**src/design/wake_cfg_defs.svh**
```systemverilog
// Offsets, field positions, reset values and timing counts of the wake configuration bank
`ifndef WAKE_CFG_DEFS_SVH
`define WAKE_CFG_DEFS_SVH

`define WFC_IDX_DLC 8'h2b
`define WFC_IDX_PAYLOAD4 8'h2f
`define WFC_IDX_PAYLOAD3 8'h30
`define WFC_IDX_PAYLOAD2 8'h31
`define WFC_IDX_PAYLOAD1 8'h32
`define WFC_IDX_PAYLOAD0 8'h33
`define WFC_IDX_FD_CFG 8'h34
`define WFC_IDX_TRIM 8'h38
`define WFC_IDX_WAKE_OPT 8'h39
`define WFC_IDX_TRIM_UNLOCK 8'h3e

`define WFC_RST_BYTE 8'h00
`define WFC_RST_DLC 4'h0
`define WFC_RST_UNLOCK 2'h0
`define WFC_UNLOCK_CODE 2'h3

`define WFC_FD_EN_BIT 0
`define WFC_FILT_LSB 1
`define WFC_FILT_MSB 3
`define WFC_BYPASS_BIT 4
`define WFC_ERRDIS_BIT 5
`define WFC_TRIM_MSB 6
`define WFC_TRIM_PRESET_BIT 7
`define WFC_RXSEL_BIT 7
`define WFC_DLC_MSB 3
`define WFC_UNLOCK_MSB 1

`define WFC_CLK_PERIOD_NS 5
`define WFC_FILT_STEP_NS 50
`define WFC_FILT_LONG_NS 700
`define WFC_FILT_STEP_CYC ((`WFC_FILT_STEP_NS + `WFC_CLK_PERIOD_NS - 1) / `WFC_CLK_PERIOD_NS)
`define WFC_FILT_LONG_CYC ((`WFC_FILT_LONG_NS + `WFC_CLK_PERIOD_NS - 1) / `WFC_CLK_PERIOD_NS)
`define WFC_FILT_LONG_CODE 3'h7
`define WFC_MAX_LEN 4'h8
`define WFC_STORED_BYTES 5

`endif

```
**src/design/wake_cfg_pkg.sv**
```systemverilog
// Types shared by the wake configuration bank and its helpers
package wake_cfg_pkg;
    typedef logic [7:0] byte_t;
    typedef logic [4:0][7:0] payload_t;
    typedef enum logic [1:0] {
        filt_idle,
        filt_counting,
        filt_dominant
    } filt_state_t;
endpackage : wake_cfg_pkg

```
**src/design/wake_cfg_if.sv**
```systemverilog
// Configuration carried from the register bank to the matcher and the dominant filter
`timescale 1ns/10ps
interface wake_cfg_if;
    import wake_cfg_pkg::*;
    payload_t payload;
    logic [3:0] dlc;
    logic fd_en;
    logic [2:0] filt_time;
    modport bank (output payload, output dlc, output fd_en, output filt_time);
    modport matcher (input payload, input dlc);
    modport filter (input fd_en, input filt_time);
endinterface : wake_cfg_if

```
**src/design/dominant_filter.sv**
```systemverilog
// Digital dominant filter on the synchronised bus receive level
`timescale 1ns/10ps
`include "wake_cfg_defs.svh"
module dominant_filter
    import wake_cfg_pkg::*;
(
    input wire logic pclk,
    input wire logic presetn,
    wake_cfg_if.filter cfg,
    input wire logic rx_bus_dominant_async,
    output logic filtered_dominant
);
    localparam logic [7:0] STEP_CYC = 8'(`WFC_FILT_STEP_CYC);
    localparam logic [7:0] LONG_CYC = 8'(`WFC_FILT_LONG_CYC);

    logic sync_1;
    logic sync_2;
    logic [7:0] count;
    logic [7:0] limit;
    filt_state_t state;

    always_ff @(posedge pclk or negedge presetn) begin
        if (!presetn) begin
            sync_1 <= 1'b0;
            sync_2 <= 1'b0;
        end else begin
            sync_1 <= rx_bus_dominant_async;
            sync_2 <= sync_1;
        end
    end

    always_comb begin
        if (cfg.filt_time == `WFC_FILT_LONG_CODE) begin
            limit = LONG_CYC;
        end else begin
            limit = 8'((cfg.filt_time + 3'h1) * STEP_CYC);
        end
    end

    always_ff @(posedge pclk or negedge presetn) begin
        if (!presetn) begin
            state <= filt_idle;
            count <= 8'h00;
        end else if (!sync_2) begin
            state <= filt_idle;
            count <= 8'h00;
        end else begin
            unique case (state)
                filt_idle: begin
                    count <= 8'h01;
                    state <= (limit == 8'h01) ? filt_dominant : filt_counting;
                end
                filt_counting: begin
                    count <= count + 8'h01;
                    if (count + 8'h01 >= limit) begin
                        state <= filt_dominant;
                    end
                end
                filt_dominant: begin
                    count <= count;
                end
            endcase
        end
    end

    // Filter only applies in FD tolerant mode
    always_ff @(posedge pclk or negedge presetn) begin
        if (!presetn) begin
            filtered_dominant <= 1'b0;
        end else begin
            filtered_dominant <= cfg.fd_en ? (sync_2 && state == filt_dominant) : sync_2;
        end
    end
endmodule : dominant_filter

```
**src/design/wake_frame_matcher.sv**
```systemverilog
// Compares a received wake frame with the stored length code and payload bytes
`timescale 1ns/10ps
`include "wake_cfg_defs.svh"
module wake_frame_matcher
    import wake_cfg_pkg::*;
(
    input wire logic pclk,
    input wire logic presetn,
    wake_cfg_if.matcher cfg,
    input wire logic rx_frame_valid,
    input wire logic [3:0] rx_frame_dlc,
    input payload_t rx_frame_data,
    output logic wake_frame_match
);
    logic [3:0] data_len;
    logic bytes_equal;
    logic dlc_equal;

    assign data_len = (rx_frame_dlc >= `WFC_MAX_LEN) ? `WFC_MAX_LEN : rx_frame_dlc;
    assign dlc_equal = (rx_frame_dlc == cfg.dlc);

    always_comb begin
        bytes_equal = 1'b1;
        for (int i = 0; i < `WFC_STORED_BYTES; i++) begin
            if (4'(i) < data_len && rx_frame_data[i] != cfg.payload[i]) begin
                bytes_equal = 1'b0;
            end
        end
    end

    always_ff @(posedge pclk or negedge presetn) begin
        if (!presetn) begin
            wake_frame_match <= 1'b0;
        end else begin
            wake_frame_match <= rx_frame_valid && dlc_equal && bytes_equal;
        end
    end
endmodule : wake_frame_matcher

```
**src/design/wake_frame_payload_fd_config.sv**
```systemverilog
// APB register bank for wake frame payload, FD tolerant mode and oscillator trim
//
// Behaviour
// - Five payload registers hold one byte each
// - Payload and FD config clear on reset
// - Bit 0 enables FD tolerant mode
// - Bits 3:1 select dominant filter time
// - Bit 4 bypasses receiver analog filter
// - Dominant filter never bypassed by bit 4
// - Bit 5 disables counter only with FD
// - Silence timeout clears counter disable bit
// - Trim field writable only when unlocked
// - Trim bit 7 reads factory preset value
// - FD config bits 7:6 read zero
// - Receiver select: 0 low power, 1 standard
// - Length code must match every bit
`timescale 1ns/10ps
`include "wake_cfg_defs.svh"
module wake_frame_payload_fd_config
    import wake_cfg_pkg::*;
#(
    parameter int ADDR_W = 12,
    parameter logic [7:0] TRIM_PRESET = 8'h40
)
(
    input wire logic pclk,
    input wire logic presetn,
    input wire logic soft_reset,
    input wire logic psel,
    input wire logic penable,
    input wire logic pwrite,
    input wire logic [ADDR_W-1:0] paddr,
    input wire logic [31:0] pwdata,
    input wire logic [3:0] pstrb,
    output logic [31:0] prdata,
    output logic pready,
    output logic pslverr,
    input wire logic silence_timeout_expire,
    input wire logic rx_bus_dominant_async,
    input wire logic rx_frame_valid,
    input wire logic [3:0] rx_frame_dlc,
    input payload_t rx_frame_data,
    output logic fd_tolerant_enable,
    output logic [2:0] dominant_filter_time,
    output logic receiver_filter_bypass,
    output logic error_counter_active,
    output logic wake_receiver_select,
    output logic [6:0] oscillator_trim_value,
    output logic filtered_dominant,
    output logic wake_frame_match
);
    // The index decode needs paddr bits 9:2
    generate
        if (ADDR_W < 10) begin : g_addr_check
            $error("ADDR_W must be at least 10");
        end
    endgenerate

    // Configuration bundle shared with the filter and matcher
    wake_cfg_if cfg ();

    // Register state
    payload_t payload;
    logic [3:0] dlc;
    logic [2:0] dominant_filter_time_q;
    logic fd_en_q;
    logic bypass_q;
    logic error_counter_disable;
    logic [6:0] trim_q;
    logic rx_sel_q;
    logic [1:0] trim_unlock;

    // Bus decode
    logic [7:0] idx;
    logic addr_upper_zero;
    logic hit;
    logic [7:0] read_value;
    logic wr_en;
    logic wr_byte;
    logic setup_phase;
    logic unlocked;

    // Register index is the word address; byte offset bits must be zero
    assign idx = paddr[9:2];
    assign addr_upper_zero = (ADDR_W > 10) ? (paddr >> 10) == '0 : 1'b1;
    assign setup_phase = psel && !penable;
    assign wr_en = psel && penable && pwrite && hit;
    assign wr_byte = wr_en && pstrb[0];
    // Every access completes without wait states
    assign pready = 1'b1;
    assign unlocked = (trim_unlock == `WFC_UNLOCK_CODE);

    // Only mapped indices with a clean word address are accepted
    always_comb begin
        hit = 1'b0;
        if (addr_upper_zero && paddr[1:0] == 2'h0) begin
            unique case (idx)
                `WFC_IDX_DLC, `WFC_IDX_PAYLOAD4, `WFC_IDX_PAYLOAD3, `WFC_IDX_PAYLOAD2,
                `WFC_IDX_PAYLOAD1, `WFC_IDX_PAYLOAD0, `WFC_IDX_FD_CFG, `WFC_IDX_TRIM,
                `WFC_IDX_WAKE_OPT, `WFC_IDX_TRIM_UNLOCK: begin
                    hit = 1'b1;
                end
                default: begin
                    hit = 1'b0;
                end
            endcase
        end
    end

    // cleared by power-on or soft reset
    always_ff @(posedge pclk or negedge presetn) begin
        if (!presetn) begin
            payload <= {5{`WFC_RST_BYTE}};
        end else if (soft_reset) begin
            payload <= {5{`WFC_RST_BYTE}};
        end else if (wr_byte) begin
            // Only the addressed byte is loaded
            unique case (idx)
                `WFC_IDX_PAYLOAD4: begin
                    payload[4] <= pwdata[7:0];
                end
                `WFC_IDX_PAYLOAD3: begin
                    payload[3] <= pwdata[7:0];
                end
                `WFC_IDX_PAYLOAD2: begin
                    payload[2] <= pwdata[7:0];
                end
                `WFC_IDX_PAYLOAD1: begin
                    payload[1] <= pwdata[7:0];
                end
                `WFC_IDX_PAYLOAD0: begin
                    payload[0] <= pwdata[7:0];
                end
                // Writes to other registers leave the bytes alone
                default: begin
                    payload <= payload;
                end
            endcase
        end
    end

    // Configured length code used by the matcher
    always_ff @(posedge pclk or negedge presetn) begin
        if (!presetn) begin
            dlc <= `WFC_RST_DLC;
        end else if (soft_reset) begin
            dlc <= `WFC_RST_DLC;
        end else if (wr_byte && idx == `WFC_IDX_DLC) begin
            dlc <= pwdata[`WFC_DLC_MSB:0];
        end
    end

    always_ff @(posedge pclk or negedge presetn) begin
        if (!presetn) begin
            fd_en_q <= 1'b0;
            dominant_filter_time_q <= 3'h0;
            bypass_q <= 1'b0;
        end else if (soft_reset) begin
            fd_en_q <= 1'b0;
            dominant_filter_time_q <= 3'h0;
            bypass_q <= 1'b0;
        end else if (wr_byte && idx == `WFC_IDX_FD_CFG) begin
            fd_en_q <= pwdata[`WFC_FD_EN_BIT];
            dominant_filter_time_q <= pwdata[`WFC_FILT_MSB:`WFC_FILT_LSB];
            bypass_q <= pwdata[`WFC_BYPASS_BIT];
        end
    end

    // Software may only set the bit outside a timeout cycle
    // hardware clear at silence timeout wins over a write
    always_ff @(posedge pclk or negedge presetn) begin
        if (!presetn) begin
            error_counter_disable <= 1'b0;
        end else if (soft_reset || silence_timeout_expire) begin
            error_counter_disable <= 1'b0;
        end else if (wr_byte && idx == `WFC_IDX_FD_CFG) begin
            error_counter_disable <= pwdata[`WFC_ERRDIS_BIT];
        end
    end

    // Trim unlock code guarding trim and receiver select
    // The unlock code survives a soft reset
    always_ff @(posedge pclk or negedge presetn) begin
        if (!presetn) begin
            trim_unlock <= `WFC_RST_UNLOCK;
        end else if (wr_byte && idx == `WFC_IDX_TRIM_UNLOCK) begin
            trim_unlock <= pwdata[`WFC_UNLOCK_MSB:0];
        end
    end

    // Trim is kept across soft reset; power-on reloads the preset
    // A locked write is dropped without an error response
    // trim writes need unlock code
    always_ff @(posedge pclk or negedge presetn) begin
        if (!presetn) begin
            trim_q <= TRIM_PRESET[`WFC_TRIM_MSB:0];
        end else if (wr_byte && idx == `WFC_IDX_TRIM && unlocked) begin
            trim_q <= pwdata[`WFC_TRIM_MSB:0];
        end
    end

    // A locked write leaves the select untouched
    // receiver select, also behind the unlock code
    always_ff @(posedge pclk or negedge presetn) begin
        if (!presetn) begin
            rx_sel_q <= 1'b0;
        end else if (soft_reset) begin
            rx_sel_q <= 1'b0;
        end else if (wr_byte && idx == `WFC_IDX_WAKE_OPT && unlocked) begin
            rx_sel_q <= pwdata[`WFC_RXSEL_BIT];
        end
    end

    // Read multiplexer; unmapped indices return zero
    always_comb begin
        read_value = 8'h00;
        unique case (idx)
            `WFC_IDX_DLC: begin
                read_value = {4'h0, dlc};
            end
            `WFC_IDX_PAYLOAD4: begin
                read_value = payload[4];
            end
            `WFC_IDX_PAYLOAD3: begin
                read_value = payload[3];
            end
            `WFC_IDX_PAYLOAD2: begin
                read_value = payload[2];
            end
            `WFC_IDX_PAYLOAD1: begin
                read_value = payload[1];
            end
            `WFC_IDX_PAYLOAD0: begin
                read_value = payload[0];
            end
            `WFC_IDX_FD_CFG: begin
                read_value = {2'h0, error_counter_disable, bypass_q, dominant_filter_time_q, fd_en_q};
            end
            `WFC_IDX_TRIM: begin
                read_value = {TRIM_PRESET[`WFC_TRIM_PRESET_BIT], trim_q};
            end
            // Lower option bits are not implemented and read zero
            `WFC_IDX_WAKE_OPT: begin
                read_value = {rx_sel_q, 7'h00};
            end
            `WFC_IDX_TRIM_UNLOCK: begin
                read_value = {6'h00, trim_unlock};
            end
            default: begin
                read_value = 8'h00;
            end
        endcase
    end

    // Read data and error are captured in the setup cycle
    // Writes and refused accesses return zero data
    // Both then stand until the next setup cycle
    always_ff @(posedge pclk or negedge presetn) begin
        if (!presetn) begin
            prdata <= 32'h0000_0000;
            pslverr <= 1'b0;
        end else if (setup_phase) begin
            prdata <= (hit && !pwrite) ? {24'h00_0000, read_value} : 32'h0000_0000;
            pslverr <= !hit;
        end
    end

    // Drive the shared configuration bundle
    assign cfg.payload = payload;
    assign cfg.dlc = dlc;
    assign cfg.fd_en = fd_en_q;
    assign cfg.filt_time = dominant_filter_time_q;

    // Configuration pins come straight from the registers, except the gated error_counter_active
    assign fd_tolerant_enable = fd_en_q;
    assign dominant_filter_time = dominant_filter_time_q;
    assign receiver_filter_bypass = bypass_q;
    // counter disabled only with FD enabled
    assign error_counter_active = !(error_counter_disable && fd_en_q);
    assign wake_receiver_select = rx_sel_q;
    assign oscillator_trim_value = trim_q;

    // Dominant filter runs on the raw receive level
    // It sits outside the analog path, so bypass does not reach it
    dominant_filter u_filter (
        .pclk(pclk),
        .presetn(presetn),
        .cfg(cfg.filter),
        .rx_bus_dominant_async(rx_bus_dominant_async),
        .filtered_dominant(filtered_dominant)
    );

    // Matcher compares received frames with the stored bytes
    // Its match output follows rx_frame_valid one cycle later, for each cycle with a matching frame
    wake_frame_matcher u_matcher (
        .pclk(pclk),
        .presetn(presetn),
        .cfg(cfg.matcher),
        .rx_frame_valid(rx_frame_valid),
        .rx_frame_dlc(rx_frame_dlc),
        .rx_frame_data(rx_frame_data),
        .wake_frame_match(wake_frame_match)
    );
endmodule : wake_frame_payload_fd_config

```
**config.mk**
```make
export PLATFORM = sky130hd
export DESIGN_NAME = wake_frame_payload_fd_config
export DESIGN_NICKNAME = d
export VERILOG_FILES = /design/src/design/wake_cfg_pkg.sv /design/src/design/wake_cfg_if.sv /design/src/design/dominant_filter.sv /design/src/design/wake_frame_matcher.sv /design/src/design/wake_frame_payload_fd_config.sv
export VERILOG_INCLUDE_DIRS = /design/src /design/src/design
export SDC_FILE = /design/constraint.sdc
export NUM_CORES = 1
export LEC_CHECK = 0
export BUFFER_PORTS_ARGS = -buffer_cell sky130_fd_sc_hd__buf_4
export CAP_MARGIN = 20
export CORE_ASPECT_RATIO = 1.2
export CORE_UTILIZATION = 30
export DETAILED_ROUTE_END_ITERATION = 12
export PLACE_DENSITY = 0.54
export SLEW_MARGIN = 20
export SYNTH_ARGS = -nofsm -noshare
export SYNTH_HDL_FRONTEND = slang
export SYNTH_SLANG_ARGS = --single-unit
```
**constraint.sdc**
```tcl
create_clock -name pclk -period 9.65 [get_ports pclk]
set_input_delay 0.965 -clock pclk [delete_from_list [all_inputs] [get_ports pclk]]
set_output_delay 0.965 -clock pclk [all_outputs]
set_load 0.03 [all_outputs]
```
==> results.py <==
metrics = {
    "outcome": {
        "outcome": "finished clean",
    },
    "die": {
        "die-area_um2": 17400,
        "boundaryPins": 151,
        "die_h_um": 144,
        "core.rowCount": 51,
        "core_area_um2": 16400,
        "initial_utilization": 0.309,
        "dieWidth_um": 121,
    },
    "sta": {
        "worstMarginPinSlew_ns": 0.776,
        "fin_ws_ns": 6.27,
        "drv_slew": 0,
        "fin_crit_ns": 3.38,
        "rsz0062_at_grt": "no",
        "hold_viol_final": 0,
        "fin_crit_sh": 0.350,
        "clock_skew_ns": 0.0134,
        "finalSetupTns_ns": 0,
        "fmax_ghz": 0.296,
        "setup_viol": 0,
        "slew_headroom": 0.483,
    },
    "job": {
        "maxCapViolations": 0,
    },
    "global_routing": {
        "grtUsageTotal": 0.175,
        "grt_pass1_wl_um": 22700,
        "antenna_found_initial": 0,
        "grt_pass1_vias": 4049,
        "grt.overflow.total": 0,
        "grt_max_degree": 84,
    },
    "synth": {
        "ys.flop_type": "dfrtp_1",
        "synth.distinct_cells": 59,
        "synth_cells": 494,
        "ys_seq_area_frac": 0.410,
        "netlist_area_um2": 5070,
        "synth-edff-count": 0,
        "ys_seq_elements": 83,
        "yosys_warnings": 0,
        "ys_async_sr_fraction": 1.00,
        "syn-mean-instance-area_um2": 10.3,
    },
    "clocking": {
        "clk_latency_ns": 0.35,
        "cts_setup_buffers": 0,
        "clock-sinks": 83,
        "post_cts_resized": 0,
        "hold_buffers": 0,
        "cts_buffers": 9,
        "cts_tree": "done",
        "cts-htree-levels": 3,
        "clk_path_buf_depth": 2,
        "root_buffer": "clkbuf_16",
        "path_clk_slew_ns": 0.06,
    },
    "routing": {
        "vias": 4035,
        "drc_errors": 0,
        "postRouteAntennaNets": 0,
        "wl_per_cell_um": 18.4,
        "drt_iter0_drc": 257,
        "viasPerCell": 5.08,
        "wl_um": 14600,
        "first_pass_iters": 4,
    },
    "pwr": {
        "power.density_nw_per_um2": 132,
        "power_leakage_uw": 0.00310,
        "max-vdd-ir-drop_uv": 86.5,
    },
    "finish": {
        "nNetsFinal": 693,
        "num_antenna_cells": 0,
        "nFillCells": 1627,
        "regArea_um2": 2080,
        "synthToLayoutAreaGrowth_pct": 22.4,
        "multiInputGateArea_um2": 2750,
        "drive_gt1_frac": 0.249,
    },
    "worst_setup_path": {
        "required_ns": 9.88,
        "crit_path_start_kind": "flop",
        "crit_type": "reg2reg",
        "endpoint_kind": "flop",
        "arrival_ns": 3.60,
        "worstPathMaxFanout": 8,
    },
    "place": {
        "globalplace.congestion": 0.850,
        "preCtsSetupSlack_ns": 6.33,
        "hpwl_um": 11000,
        "port_buffers": 98,
    },
    "hold_path": {
        "min_path_type": "reg2reg",
    },
}
==> path summary, 6_finish.rpt <==
kind	startpoint	to	slack (ns)	cells past startpoint
setup / recovery	dominant_filter_time[0]$_DFFE_PN0P_	u_filter.state[1]$_DFFE_PN0P_	6.27	11
hold / removal	u_filter.sync_1$_DFF_PN0_	u_filter.sync_2$_DFF_PN0_	0.36	0
setup reg to reg	dominant_filter_time[0]$_DFFE_PN0P_	u_filter.state[1]$_DFFE_PN0P_	6.27	11
hold reg to reg	u_filter.sync_1$_DFF_PN0_	u_filter.sync_2$_DFF_PN0_	0.36	0
max in group asynchronous	presetn	u_filter.sync_1$_DFF_PN0_	8.46	1
min in group asynchronous	presetn	trim_unlock[0]$_DFFE_PN0P_	0.69	1
==> layout make-up <==
type / count / area share
sequential: 83 / 0.335
clock inverter: 5 / 0.0137
clock buffer: 11 / 0.0392
tap: 212 / 0.0428
timing repair buffer: 100 / 0.122
multi-input combinational: 377 / 0.443
inverter: 7 / 0.00424
==> cell families after synthesis <==
| logic type | share of synthesized area |
|---|---|
| xor+xnor | 0.0899 |
| simple gates | 0.158 |
| mux | 0.136 |
| buf+inv | 0.0647 |
| flops | 0.410 |
| other cells | 0.00148 |
| fa+ha+maj | 0.0361 |
| compound gates | 0.104 |
==> routing by layer <==
layer / GRT usage / wire length (um) / up-vias
met4: 0.0520 / 164 / 0
li1: - / - / 1875
met5: 0 / 0 / -
met2: 0.315 / 7630 / 132
met3: 0.0308 / 672 / 13
met1: 0.214 / 6160 / 2015
==> sequential cells by signal, indices dropped and copies added, names as in the netlist <==
register	flops
cfg.payload	40
prdata	8
u_filter.count	8
oscillator_trim_value	7
cfg.dlc	4
dominant_filter_time	3
trim_unlock	2
u_filter.state	2
error_counter_disable	1
fd_tolerant_enable	1
pslverr	1
receiver_filter_bypass	1
u_filter.filtered_dominant	1
u_filter.sync_1	1
u_filter.sync_2	1
u_matcher.wake_frame_match	1
wake_receiver_select	1
==> power by group <==
group          leakage (uW)  internal [uW]  total [uW]  switching, uW
Clock              0.000156            235         383            147
Sequential          0.00114            350         352           1.88
Combinational       0.00180           31.8        84.1           52.3
==> layout by cell type (no fill, tap or decap), types with 3 or more instances in the layout <==
master	netlist	routed
conb_1	2	25
a211oi_1	3	3
nor4_1	6	6
nand2b_1	4	4
buf_4	27	99
mux2i_1	42	42
nor2_1	52	52
and3_1	6	6
o21ai_0	8	8
nand4_1	8	8
mux2_2	12	12
nand3_1	21	21
a21oi_1	18	18
xnor2_1	22	22
a32o_1	4	4
nand2_1	32	32
and2_1	3	3
ha_1	13	13
dfrtp_1	82	82
nor3_1	3	3
nor2b_1	4	4
xor2_1	30	30
inv_1	7	7
a22oi_1	8	8
a22o_1	10	10
clkbuf_16	0	9
a32oi_1	3	3
mux4_2	6	6
==> critical path, cell delays in order (launching register included) <==
cell and delay (ns):
dfrtp_1 0.48, ha_1 0.37, ha_1 0.28, ha_1 0.22, inv_1 0.07, fa_1 0.40, or2_2 0.29, ha_1 0.19
or3_1 0.37, a211oi_1 0.31, o21ai_0 0.15, o211a_1 0.12
==> synth_stat cells, types with 4 or more instances <==
| cell | count | area, um^2 |
|---|---|---|
| nand3_1 | 21 | 105 |
| a22o_1 | 10 | 87.6 |
| nand2_1 | 32 | 120 |
| nor2_1 | 52 | 195 |
| nand4_1 | 8 | 50.1 |
| nand2b_1 | 4 | 25.0 |
| ha_1 | 13 | 163 |
| mux2i_1 | 42 | 420 |
| nor4_1 | 6 | 37.5 |
| o21ai_0 | 8 | 40.0 |
| buf_2 | 10 | 50.1 |
| xor2_1 | 30 | 263 |
| mux2_2 | 12 | 135 |
| a32o_1 | 4 | 40.0 |
| mux4_2 | 6 | 135 |
| xnor2_1 | 22 | 193 |
| and3_1 | 6 | 37.5 |
| a22oi_1 | 8 | 60.1 |
| a21oi_1 | 18 | 90.1 |
| clkbuf_1 | 12 | 45.0 |
| buf_4 | 27 | 203 |
| dfrtp_1 | 82 | 2050 |
| inv_1 | 7 | 26.3 |
| nor2b_1 | 4 | 25.0 |
==> stage by stage <==
stage	instance area, um^2	utilization	hold WS, ns	instances	power (uW)
finish	6200	0.378	0.360	795	818
global route	6200	0.378	0.376	795	847
CTS	6190	0.378	0.364	795	829
detailed placement	5870	0.358	0.342	779	443
global placement	5870	0.358	0.346	779	442
floorplan	5150	-	0.331	517	406
(Power assumes the default switching activity.)
